**src/design/rtac_pkg.sv**
```systemverilog
package rtac_pkg;

   // ------------------------------------------------------------
   // register port geometry
   // ------------------------------------------------------------
   localparam int ADDR_W = 4;
   localparam int DATA_W = 16;

   // ------------------------------------------------------------
   // register indices
   // ------------------------------------------------------------
   localparam logic [3:0] CTRL_LOW_ADDR   = 4'h0;
   localparam logic [3:0] CTRL_HIGH_ADDR  = 4'h1;
   localparam logic [3:0] COARSE_ADDR     = 4'h2;
   localparam logic [3:0] FINE_ADDR       = 4'h3;
   localparam logic [3:0] STATUS_ADDR     = 4'h4;
   localparam logic [3:0] ALARM_BASE_ADDR = 4'h5;
   localparam logic [3:0] TS_BASE_ADDR    = 4'h9;
   localparam int         WORDS           = 4;

   // ------------------------------------------------------------
   // control and status bit positions
   // ------------------------------------------------------------
   localparam int TS_ENABLE_BIT  = 0;
   localparam int OUT_ENABLE_BIT = 7;
   localparam int ALARM_EN_BIT   = 15;
   localparam int INDEF_BIT      = 14;
   localparam int MASK_LSB       = 8;
   localparam int REPEAT_LSB     = 0;
   localparam int EVENT_FLAG_BIT = 3;

   // ------------------------------------------------------------
   // implemented bits and reset values
   // ------------------------------------------------------------
   localparam logic [15:0] CTRL_LOW_MASK  = 16'h0081;
   localparam logic [15:0] CTRL_HIGH_MASK = 16'hcfff;
   localparam logic [15:0] FINE_MASK      = 16'h001f;
   localparam logic [15:0] FIELD_MASK [WORDS] =
      '{16'h7f00, 16'h3f7f, 16'h3f07, 16'hff1f};
   localparam logic [15:0] CTRL_LOW_RESET  = 16'h0000;
   localparam logic [15:0] CTRL_HIGH_RESET = 16'h0000;
   localparam logic [15:0] COARSE_RESET    = 16'h0400;
   localparam logic [4:0]  FINE_RESET      = 5'h00;
   localparam logic [15:0] WORD_RESET      = 16'h0000;

   // ------------------------------------------------------------
   // alarm mask codes
   // ------------------------------------------------------------
   typedef enum logic [3:0] {
      MASK_HALF   = 4'h0,
      MASK_SECOND = 4'h1,
      MASK_TEN_S  = 4'h2,
      MASK_MINUTE = 4'h3,
      MASK_TEN_M  = 4'h4,
      MASK_HOUR   = 4'h5,
      MASK_DAY    = 4'h6,
      MASK_WEEK   = 4'h7,
      MASK_MONTH  = 4'h8,
      MASK_YEAR   = 4'h9
   } rtac_mask_type;

   // ------------------------------------------------------------
   // carriers
   // ------------------------------------------------------------
   typedef struct packed {
      logic [2:0] sec_tens;
      logic [3:0] sec_units;
      logic [2:0] minute_tens_digit;
      logic [3:0] minute_units_digit;
      logic [1:0] hour_tens_digit;
      logic [3:0] hour_units_digit;
      logic [2:0] weekday_digit;
      logic [1:0] day_tens_digit;
      logic [3:0] day_units_digit;
      logic       month_tens_digit;
      logic [3:0] month_units_digit;
      logic [3:0] year_tens_digit;
      logic [3:0] year_units_digit;
   } rtac_time_type;

   typedef struct packed {
      logic [ADDR_W-1:0] addr;
      logic [DATA_W-1:0] wdata;
      logic              wr;
      logic              rd;
   } rtac_bus_type;

   // ------------------------------------------------------------
   // word layouts: seconds, hour/minute, day/weekday, year/month
   // ------------------------------------------------------------
   function automatic logic [15:0] time_word(rtac_time_type t,
                                             logic [1:0] idx);
      logic [15:0] w;
      w = '0;
      case (idx)
         2'd0: w = {1'b0, t.sec_tens, t.sec_units, 8'h00};
         2'd1: w = {2'b00, t.hour_tens_digit, t.hour_units_digit,
                    1'b0, t.minute_tens_digit, t.minute_units_digit};
         2'd2: w = {2'b00, t.day_tens_digit, t.day_units_digit,
                    5'h00, t.weekday_digit};
         default: w = {t.year_tens_digit, t.year_units_digit, 3'b000,
                       t.month_tens_digit, t.month_units_digit};
      endcase
      return w;
   endfunction

   function automatic rtac_time_type word_time(logic [15:0] w0,
      logic [15:0] w1, logic [15:0] w2, logic [15:0] w3);
      rtac_time_type t;
      t = '0;
      t.sec_tens           = w0[14:12];
      t.sec_units          = w0[11:8];
      t.hour_tens_digit    = w1[13:12];
      t.hour_units_digit   = w1[11:8];
      t.minute_tens_digit  = w1[6:4];
      t.minute_units_digit = w1[3:0];
      t.day_tens_digit     = w2[13:12];
      t.day_units_digit    = w2[11:8];
      t.weekday_digit      = w2[2:0];
      t.year_tens_digit    = w3[15:12];
      t.year_units_digit   = w3[11:8];
      t.month_tens_digit   = w3[4];
      t.month_units_digit  = w3[3:0];
      return t;
   endfunction

endpackage

```
**src/design/rtac_prescaler.sv**
```systemverilog
module rtac_prescaler
   import rtac_pkg::*;
#(
   parameter int COARSE_W = 16,
   parameter int FINE_W   = 5
)
(
   // clock and reset
   input  wire logic                mclk,
   input  wire logic                rstn,
   input  wire logic                soft_reset,
   // crystal and divider
   input  wire logic                xtal_tick,
   input  wire logic [COARSE_W-1:0] coarse_div,
   input  wire logic [FINE_W-1:0]   fine_div,
   // ticks
   output logic                     half_tick,
   output logic                     second_tick
);

   localparam int RATIO_W = COARSE_W + FINE_W;

   logic [RATIO_W-1:0] ratio;
   logic [RATIO_W-1:0] count_reg;
   logic [RATIO_W-1:0] count_next;
   logic               at_end;
   logic               at_half;

   // fine bits are the low end, so they move the period by one tick
   assign ratio      = {coarse_div, fine_div};                 // RULE6 RULE7
   assign at_end     = count_reg >= ratio;
   assign at_half    = count_reg == (ratio >> 1);
   assign count_next = at_end ? '0 : count_reg + 1'b1;

   // period is ratio+1 crystal ticks, half tick at midpoint and end
   always_ff @(posedge mclk or negedge rstn)
   begin
      if (!rstn)
      begin
         count_reg   <= '0;
         half_tick   <= 1'b0;
         second_tick <= 1'b0;
      end
      else if (soft_reset)
      begin
         count_reg   <= '0;
         half_tick   <= 1'b0;
         second_tick <= 1'b0;
      end
      else
      begin
         half_tick   <= xtal_tick && (at_half || at_end);      // RULE20
         second_tick <= xtal_tick && at_end;                   // RULE6
         if (xtal_tick)
            count_reg <= count_next;
      end
   end
endmodule // rtac_prescaler

```
**src/design/rtac_alarm_match.sv**
```systemverilog
module rtac_alarm_match
   import rtac_pkg::*;
(
   // compared values
   input  wire rtac_time_type alarm_time,
   input  wire rtac_time_type now_time,
   input  wire logic [3:0]    alarm_mask,
   input  wire logic          on_second,
   // result
   output logic               match
);

   logic s1, s2, m1, m2, hh, wd, dd, mo;

   // each mask step from second up to weekly adds one more digit group; monthly and yearly compare the date instead of the weekday
   always_comb
   begin
      s1 = on_second && alarm_time.sec_units == now_time.sec_units;
      s2 = s1 && alarm_time.sec_tens == now_time.sec_tens;
      m1 = s2 &&
           alarm_time.minute_units_digit == now_time.minute_units_digit;
      m2 = m1 &&
           alarm_time.minute_tens_digit == now_time.minute_tens_digit;
      hh = m2 && alarm_time.hour_tens_digit == now_time.hour_tens_digit
              && alarm_time.hour_units_digit == now_time.hour_units_digit;
      wd = alarm_time.weekday_digit == now_time.weekday_digit;
      dd = alarm_time.day_tens_digit == now_time.day_tens_digit
           && alarm_time.day_units_digit == now_time.day_units_digit;
      mo = alarm_time.month_tens_digit == now_time.month_tens_digit
           && alarm_time.month_units_digit == now_time.month_units_digit;
      // a 29 February yearly alarm only sees its date in leap years
      case (alarm_mask)                                        // RULE11
         MASK_HALF:   match = 1'b1;
         MASK_SECOND: match = on_second;
         MASK_TEN_S:  match = s1;
         MASK_MINUTE: match = s2;
         MASK_TEN_M:  match = m1;
         MASK_HOUR:   match = m2;
         MASK_DAY:    match = hh;
         MASK_WEEK:   match = hh && wd;
         MASK_MONTH:  match = hh && dd;
         MASK_YEAR:   match = hh && dd && mo;                  // RULE12
         default:     match = 1'b0;
      endcase
   end

endmodule // rtac_alarm_match

```
**src/design/rtac_core.sv**
```systemverilog
// How it works
// [RULE1] timestamp hour/minute word: hour tens 13:12, units 11:8, minutes 6:0
// [RULE2] timestamp day word: day tens 13:12, units 11:8, weekday 2:0
// [RULE3] timestamp year/month word: year 15:8, month tens bit 4, units 3:0
// [RULE4] unimplemented timestamp bits read zero, ignore writes; power-on zero
// [RULE5] with capture off all 16 bits store data, surviving soft reset
// [RULE6] 16-bit coarse and 5-bit fine divider form one 21-bit ratio
// [RULE7] larger fine value slows ticks slightly, larger coarse value more
// [RULE8] alarm acts only while alarm enable bit 15 is set
// [RULE9] software writes alarm values only with alarm disabled
// [RULE10] mask field 11:8 picks which digits must equal the clock
// [RULE11] mask codes run from every half second up to yearly
// [RULE12] yearly alarm on 29 February fires only in leap years
// [RULE13] repeat count 7:0 gives extra alarms; zero means single alarm
// [RULE14] each alarm decrements count; at zero without repeat, enable clears
// [RULE15] indefinite repeat bit 14 wraps count to ff and keeps alarming
// [RULE16] every alarm raises an interrupt synchronous to this clock
// [RULE17] software changes only output enable, count, repeat while enabled
// [RULE18] tamper low pulse with capture on copies time, sets flag, interrupts
// [RULE19] further captures ignored until software clears the event flag
// [RULE20] half-second tick from prescaler drives alarm evaluation
//
// Chosen here: the address map and strobed register access.
module rtac_core
   import rtac_pkg::*;
(
   // clock and resets
   input  wire logic              mclk,
   input  wire logic              rstn,
   input  wire logic              soft_reset,
   // register port
   input  wire rtac_bus_type      bus,
   output logic [DATA_W-1:0]      rd_data,
   // time base and live calendar
   input  wire logic              xtal_tick,
   input  wire rtac_time_type     now_time,
   input  wire logic              tamper_input_n,
   // outputs
   output logic                   second_tick,
   output logic                   alarm_irq,
   output logic                   clock_irq,
   output logic                   clock_output_enable
);

   // ------------------------------------------------------------
   // state
   // ------------------------------------------------------------
   logic [15:0]  ctrl_low_reg;
   logic [15:0]  ctrl_high_reg;
   logic [15:0]  coarse_reg;
   logic [4:0]   fine_reg;
   logic [15:0]  alarm_reg [WORDS];
   logic [15:0]  ts_reg [WORDS];
   logic         event_flag_reg;
   logic         tamper_prev_reg;
   logic         alarm_irq_reg;
   logic         clock_irq_reg;
   logic [15:0]  rd_data_reg;
   logic [15:0]  rd_data_next;

   logic         half_tick;
   logic         match;
   logic         ts_enable;
   logic         alarm_en;
   logic         indef;
   logic [7:0]   repeat_count;
   logic [3:0]   mask;
   logic         wr_high;
   logic         wr_status;
   logic         manual_req;
   logic         tamper_fall;
   logic         capture_go;
   logic         alarm_fire;
   logic [15:0]  now_word [WORDS];
   logic [WORDS-1:0] wr_alarm;
   logic [WORDS-1:0] wr_ts;
   rtac_time_type alarm_time;

   // ------------------------------------------------------------
   // decode
   // ------------------------------------------------------------
   assign ts_enable    = ctrl_low_reg[TS_ENABLE_BIT];
   assign alarm_en     = ctrl_high_reg[ALARM_EN_BIT];
   assign indef        = ctrl_high_reg[INDEF_BIT];
   assign repeat_count = ctrl_high_reg[REPEAT_LSB +: 8];       // RULE13
   assign mask         = ctrl_high_reg[MASK_LSB +: 4];         // RULE10
   assign wr_high      = bus.wr && bus.addr == CTRL_HIGH_ADDR;
   assign wr_status    = bus.wr && bus.addr == STATUS_ADDR;
   assign manual_req   = wr_status && bus.wdata[EVENT_FLAG_BIT];
   assign tamper_fall  = tamper_prev_reg && !tamper_input_n;
   // a held flag blocks both tamper and manual capture
   assign capture_go   = ts_enable && !event_flag_reg &&       // RULE19
                         (tamper_fall || manual_req);          // RULE18
   assign alarm_fire   = alarm_en && half_tick && match;       // RULE8
   assign alarm_time   = word_time(alarm_reg[0], alarm_reg[1],
                                   alarm_reg[2], alarm_reg[3]);

   // ------------------------------------------------------------
   // time base and comparison
   // ------------------------------------------------------------
   rtac_prescaler #(
      .COARSE_W (16),
      .FINE_W   (5)
   ) u_prescaler (
      .mclk        (mclk),
      .rstn        (rstn),
      .soft_reset  (soft_reset),
      .xtal_tick   (xtal_tick),
      .coarse_div  (coarse_reg),
      .fine_div    (fine_reg),
      .half_tick   (half_tick),
      .second_tick (second_tick)
   );

   rtac_alarm_match u_match (
      .alarm_time (alarm_time),
      .now_time   (now_time),
      .alarm_mask (mask),
      .on_second  (second_tick),
      .match      (match)
   );

   // ------------------------------------------------------------
   // alarm and timestamp words, one entry per generate step
   // ------------------------------------------------------------
   for (genvar i = 0; i < WORDS; i++)
   begin : g_word
      assign now_word[i] = time_word(now_time, 2'(i));         // RULE1 RULE2 RULE3
      assign wr_alarm[i] = bus.wr &&
                           bus.addr == ALARM_BASE_ADDR + 4'(i);
      assign wr_ts[i]    = bus.wr && bus.addr == TS_BASE_ADDR + 4'(i);

      // alarm values: only digit fields exist
      always_ff @(posedge mclk or negedge rstn)
      begin
         if (!rstn)
            alarm_reg[i] <= WORD_RESET;
         else if (soft_reset)
            alarm_reg[i] <= WORD_RESET;
         else if (wr_alarm[i])
            alarm_reg[i] <= bus.wdata & FIELD_MASK[i];
      end

      // timestamp words clear only at power-on, so they can hold data
      // across a soft reset; capture wins over a write in the same cycle
      always_ff @(posedge mclk or negedge rstn)
      begin
         if (!rstn)
            ts_reg[i] <= WORD_RESET;                           // RULE4
         else if (capture_go)
            ts_reg[i] <= now_word[i];                          // RULE18
         else if (wr_ts[i] && !soft_reset)
         begin
            if (ts_enable)
               ts_reg[i] <= bus.wdata & FIELD_MASK[i];         // RULE4
            else
               ts_reg[i] <= bus.wdata;                         // RULE5
         end
      end
   end

   // ------------------------------------------------------------
   // control registers
   // ------------------------------------------------------------
   // low control, coarse and fine divider
   always_ff @(posedge mclk or negedge rstn)
   begin
      if (!rstn)
      begin
         ctrl_low_reg <= CTRL_LOW_RESET;
         coarse_reg   <= COARSE_RESET;
         fine_reg     <= FINE_RESET;
      end
      else if (soft_reset)
      begin
         ctrl_low_reg <= CTRL_LOW_RESET;
         coarse_reg   <= COARSE_RESET;
         fine_reg     <= FINE_RESET;
      end
      else if (bus.wr)
      begin
         if (bus.addr == CTRL_LOW_ADDR)
            ctrl_low_reg <= bus.wdata & CTRL_LOW_MASK;
         if (bus.addr == COARSE_ADDR)
            coarse_reg <= bus.wdata;                           // RULE6
         if (bus.addr == FINE_ADDR)
            fine_reg <= bus.wdata[4:0];                        // RULE6
      end
   end

   // high control; a software write in the firing cycle wins, since
   // software owns the alarm settings
   always_ff @(posedge mclk or negedge rstn)
   begin
      if (!rstn)
         ctrl_high_reg <= CTRL_HIGH_RESET;
      else if (soft_reset)
         ctrl_high_reg <= CTRL_HIGH_RESET;
      else if (wr_high)
         ctrl_high_reg <= bus.wdata & CTRL_HIGH_MASK;
      else if (alarm_fire)
      begin
         if (repeat_count == 8'h00 && !indef)
            ctrl_high_reg[ALARM_EN_BIT] <= 1'b0;               // RULE14
         else
            ctrl_high_reg[REPEAT_LSB +: 8] <= repeat_count - 8'h01; // RULE14 RULE15
      end
   end

   // ------------------------------------------------------------
   // timestamp event flag and tamper edge
   // ------------------------------------------------------------
   // writing 0 to the flag clears it; a capture can only start while
   // the flag is clear, and it wins over a clearing write in the same cycle
   always_ff @(posedge mclk or negedge rstn)
   begin
      if (!rstn)
      begin
         event_flag_reg  <= 1'b0;
         tamper_prev_reg <= 1'b1;
      end
      else if (soft_reset)
      begin
         event_flag_reg  <= 1'b0;
         tamper_prev_reg <= 1'b1;
      end
      else
      begin
         tamper_prev_reg <= tamper_input_n;
         if (capture_go)
            event_flag_reg <= 1'b1;                            // RULE18
         else if (wr_status && !bus.wdata[EVENT_FLAG_BIT])
            event_flag_reg <= 1'b0;                            // RULE19
      end
   end

   // ------------------------------------------------------------
   // interrupts and read data
   // ------------------------------------------------------------
   // one-cycle pulses, both on this clock
   always_ff @(posedge mclk or negedge rstn)
   begin
      if (!rstn)
      begin
         alarm_irq_reg <= 1'b0;
         clock_irq_reg <= 1'b0;
      end
      else if (soft_reset)
      begin
         alarm_irq_reg <= 1'b0;
         clock_irq_reg <= 1'b0;
      end
      else
      begin
         alarm_irq_reg <= alarm_fire;                          // RULE16
         clock_irq_reg <= alarm_fire || capture_go;            // RULE18
      end
   end

   // read mux; unmapped indices read zero
   always_comb
   begin
      rd_data_next = '0;
      if (bus.addr == CTRL_LOW_ADDR)
         rd_data_next = ctrl_low_reg;
      else if (bus.addr == CTRL_HIGH_ADDR)
         rd_data_next = ctrl_high_reg;
      else if (bus.addr == COARSE_ADDR)
         rd_data_next = coarse_reg;
      else if (bus.addr == FINE_ADDR)
         rd_data_next = {11'h000, fine_reg};
      else if (bus.addr == STATUS_ADDR)
         rd_data_next = 16'(event_flag_reg) << EVENT_FLAG_BIT;
      else
         for (int k = 0; k < WORDS; k++)
         begin
            if (bus.addr == ALARM_BASE_ADDR + 4'(k))
               rd_data_next = alarm_reg[k];
            if (bus.addr == TS_BASE_ADDR + 4'(k))
               rd_data_next = ts_enable ?                      // RULE4
                  ts_reg[k] & FIELD_MASK[k] : ts_reg[k];       // RULE5
         end
   end

   // data stands only in the cycle after the read strobe
   always_ff @(posedge mclk or negedge rstn)
   begin
      if (!rstn)
         rd_data_reg <= '0;
      else
         rd_data_reg <= bus.rd ? rd_data_next : '0;
   end

   assign rd_data             = rd_data_reg;
   assign alarm_irq           = alarm_irq_reg;
   assign clock_irq           = clock_irq_reg;
   assign clock_output_enable = ctrl_low_reg[OUT_ENABLE_BIT];
endmodule // rtac_core

```
**config.mk**
```make
export PLATFORM = sky130hd
export DESIGN_NAME = rtac_core
export DESIGN_NICKNAME = d
export VERILOG_FILES = /design/src/design/rtac_pkg.sv /design/src/design/rtac_prescaler.sv /design/src/design/rtac_alarm_match.sv /design/src/design/rtac_core.sv
export SDC_FILE = /design/constraint.sdc
export NUM_CORES = 1
export LEC_CHECK = 0
export ABC_AREA = 0
export BUFFER_PORTS_ARGS = -buffer_cell sky130_fd_sc_hd__buf_2
export CAP_MARGIN = 20
export CORE_MARGIN = 1.5
export CORE_UTILIZATION = 55
export DETAILED_ROUTE_END_ITERATION = 6
export PLACE_DENSITY = 0.8
export SLEW_MARGIN = 20
export SYNTH_ARGS = -nofsm -noshare
export SYNTH_HDL_FRONTEND = slang
export SYNTH_SLANG_ARGS = --single-unit
export TNS_END_PERCENT = 1
```
**constraint.sdc**
```tcl
create_clock -name mclk -period 4.9 [get_ports mclk]
set_input_delay 0.245 -clock mclk [delete_from_list [all_inputs] [get_ports mclk]]
set_output_delay 0.245 -clock mclk [all_outputs]
set_load 0.005 [all_outputs]
```
==> metrics.yaml <==
status:
  outcome: "complete, but fails checks"
  violations_in_the_final_reports: "negative hold slack"
yosys:
  postSynthNetCount: 1235
  post_synth_inst_count: 1143
  synth_edf_count: 0
  netlist_area_um2: 10400
  synth.distinct_cells: 65
  post_synthesis_sequential_area_ratio: 0.449
  syn-mean-instance-area_um2: 9.07
  ys_top_cells_by_area: "dfrtp_1 (44%), nand2_1 (6.8%), o21ai_0 (5.2%)"
  synth_warnings: 0
  async_reset_ff_frac: 1.00
  synth-seq-cells: 186
  netlist.top_cell.by_area: "dfrtp_1"
  synth.top_cell.area_share: 0.444
  yosys_most_used_dff: "dfrtp_1"
hold_path:
  hold_class: "input port to register"
grt:
  grt_pass1_vias: 9072
  antenna_violations_before_repair: 0
  grt_first_pass_wirelength_mm: 51.4
  grt_usage: 0.344
  global_route.overflow_total: 0
  grt_start_max_net_pins: 103
pwr:
  powerDensity_nw_per_um2: 324
  leakage_uw: 0.00523
  worst_ir_drop_vdd_mv: 0.274
job:
  max_capacitance_violation_total: 0
clock_tree:
  clock_path_buffers: 2
  clkSlewWorstSetupHoldPaths_ns: 0.07
  worst_skew_pair.late_latency_ns: 0.45
  cts_buffers: 17
  cts_tree: "done"
  htreeDepth: 4
  cts_root_buf: "clkbuf_16"
  tritoncts_num_sinks: 186
  cts_post_setup_buffers_inserted: 0
finish:
  num_antenna_cells: 0
  final_nets: 1288
  layout.cell_area.non_filler_um2: 11500
  largest_reg_flops: 64
  final_cells: 1443
  area_added_between_synthesis_and_finish_pct: 11.3
  drive_gt1_frac: 0.131
timing:
  worst_clock_skew_ns: 0.00947
  final_hold_viol_count: 1
  transition_time_at_the_pin_with_the_least_slew_margin_ns: 1.09
  period_share: 0.661
  period_minus_slack_ns: 3.24
  fin_hold_ws_ns: -0.0000551
  setup_total_negative_slack_ns: 0
  timing_max_transition_violations_final: 0
  unrepaired_setup_endpoints_after_global_routing: "no"
  fmaxAchievable_mhz: 309
  report.final.setup_viol: 0
  slew_headroom: 0.272
setup_path:
  endpoint_kind: "register"
  path_class: "register to register"
  cp_data_required_time_ns: 5.29
  cp-start-kind: "register"
  crit_path_max_fanout: 18
  worst-endpoint-arrival_ns: 3.62
floorplanning:
  rows: 50
  die_boundary_height_um: 140
  io-pin-count: 89
  core-area_um2: 18600
  floorplan.initialDensity: 0.558
  floorplan.die.width_um: 140
  dieArea_um2: 19700
route:
  dr.first_iter.drc_count: 1214
  post-route-drc-count: 0
  first_pass_iters: 7
  total_via_count_in_the_routed_design: 9607
  viasPerCell: 6.66
  drtAntennaViolNets: 0
  route.final.wire_length_mm: 33.3
  post_drt_wl_per_cell_um: 23.1
placement:
  gpl.final_weighted_congestion: 0.968
  dpl.cell_count: 1409
  dp.final_hpwl_mm: 23.6
  io_buffers: 88
  placement.cell_area_um2: 11000
[cell usage after synthesis, types with 5 or more instances]
cell	count
nand2_1	189
dfrtp_1	184
o21ai_0	108
a21oi_1	61
nor2_1	59
clkbuf_1	57
mux2i_1	47
xnor2_1	41
inv_1	35
nand3_1	26
ha_1	23
nand4_1	19
nor2b_1	19
mux2_2	17
nor3_1	16
xor2_1	15
nand2b_1	14
a22oi_1	13
a221oi_1	12
a22o_1	12
o31ai_1	12
a21o_1	11
and3_1	11
o22ai_1	11
or3_1	10
nor4_1	9
a221o_1	8
and2_1	8
buf_1	8
o32ai_1	8
a31oi_1	6
or4_1	6
a222oi_1	5
a311oi_1	5
[cell families (layout without fill, tap and decap cells)]
logic type / Yosys count / in the layout / share of synthesized area
fa+ha+maj: 23 / 23 / 0.0278
flops: 186 / 186 / 0.449
buf+inv: 103 / 169 / 0.0381
xor+xnor: 56 / 56 / 0.0473
simple gates: 402 / 402 / 0.181
mux: 65 / 65 / 0.0649
compound gates: 308 / 308 / 0.192
[routing by layer]
| layer | part of all wire | global-route usage | vias up |
|---|---|---|---|
| li1 | - | - | 4206 |
| met1 | 0.40 | 0.461 | 4596 |
| met2 | 0.44 | 0.527 | 646 |
| met3 | 0.098 | 0.0643 | 159 |
| met4 | 0.061 | 0.197 | 0 |
| met5 | 0 | 0 | - |
[critical path, stage by stage, from the launching register on]
cell and delay [ns]:
dfstp_2 0.55, inv_1 0.06, ha_1 0.31, nand4_1 0.12
nor3_1 0.07, a21o_1 0.18, a221oi_1 0.37, nand2_1 0.46
nor2_1 0.76, a221o_1 0.28
[timing repair]
action	CTS	global route
gates resized for setup	0	0
hold buffers	2	0
endpoints found under the hold margin	100	0
[through the flow]
| stage | hold WS [ns] | power [uW] | util | setup slack (ns) |
|---|---|---|---|---|
| 3_3_place_gp | 0.403 | 2370 | 0.589 | 1.78 |
| 4_1_cts | 0.00245 | 3710 | 0.621 | 1.70 |
| 2_1_floorplan | -0.0506 | 2150 | - | 2.46 |
| 3_5_place_dp | 0.414 | 2390 | 0.590 | 1.62 |
| 5_1_grt | 0.0173 | 3850 | 0.621 | 1.33 |
| 6_report | -0.0000551 | 3740 | 0.621 | 1.66 |
[cell usage in the layout, fill, tap and decap left out, types with 26 or more instances in the layout]
cell type and instances:
a21oi_1 60, buf_2 87, dfrtp_1 184, inv_1 35
mux2i_1 47, nand2_1 189, nand3_1 26, nor2_1 59
o21ai_0 108, xnor2_1 41
[final timing paths]
path | start | to | slack [ns] | cells past startpoint
min reg2reg | alarm_reg[14]$_DFFE_PN0P_ | alarm_reg[14]$_DFFE_PN0P_ | 0.48 | 2
max | coarse_reg[10]$_DFFE_PN1P_ | u_prescaler.count_reg[19]$_DFFE_PN0P_ | 1.66 | 9
min in group asynchronous | rstn | u_prescaler.count_reg[2]$_DFFE_PN0P_ | 0.48 | 2
max reg2reg | coarse_reg[10]$_DFFE_PN1P_ | u_prescaler.count_reg[19]$_DFFE_PN0P_ | 1.66 | 9
max in group asynchronous | rstn | ts_reg[42]$_DFFE_PN0P_ | 3.24 | 3
min | now_time[4] | ts_reg[12]$_DFFE_PN0P_ | -0.00006 | 3
[final cells by class]
cell class | instances | area, um^2
repair buffers | 101 | 552
flip-flops and latches | 186 | 4660
multi-input cells | 854 | 5340
well taps | 234 | 293
fillers | 1565 | 7040
clock inverters | 13 | 119
inverters | 36 | 135
clock buffers | 19 | 443
[power breakdown]
part / leakage (uW) / switching [uW] / internal [uW]
logic: 0.00249 / 323 / 212
registers: 0.00246 / 135 / 1710
clock network: 0.000278 / 637 / 719
Power figures use the tool's default switching activity.
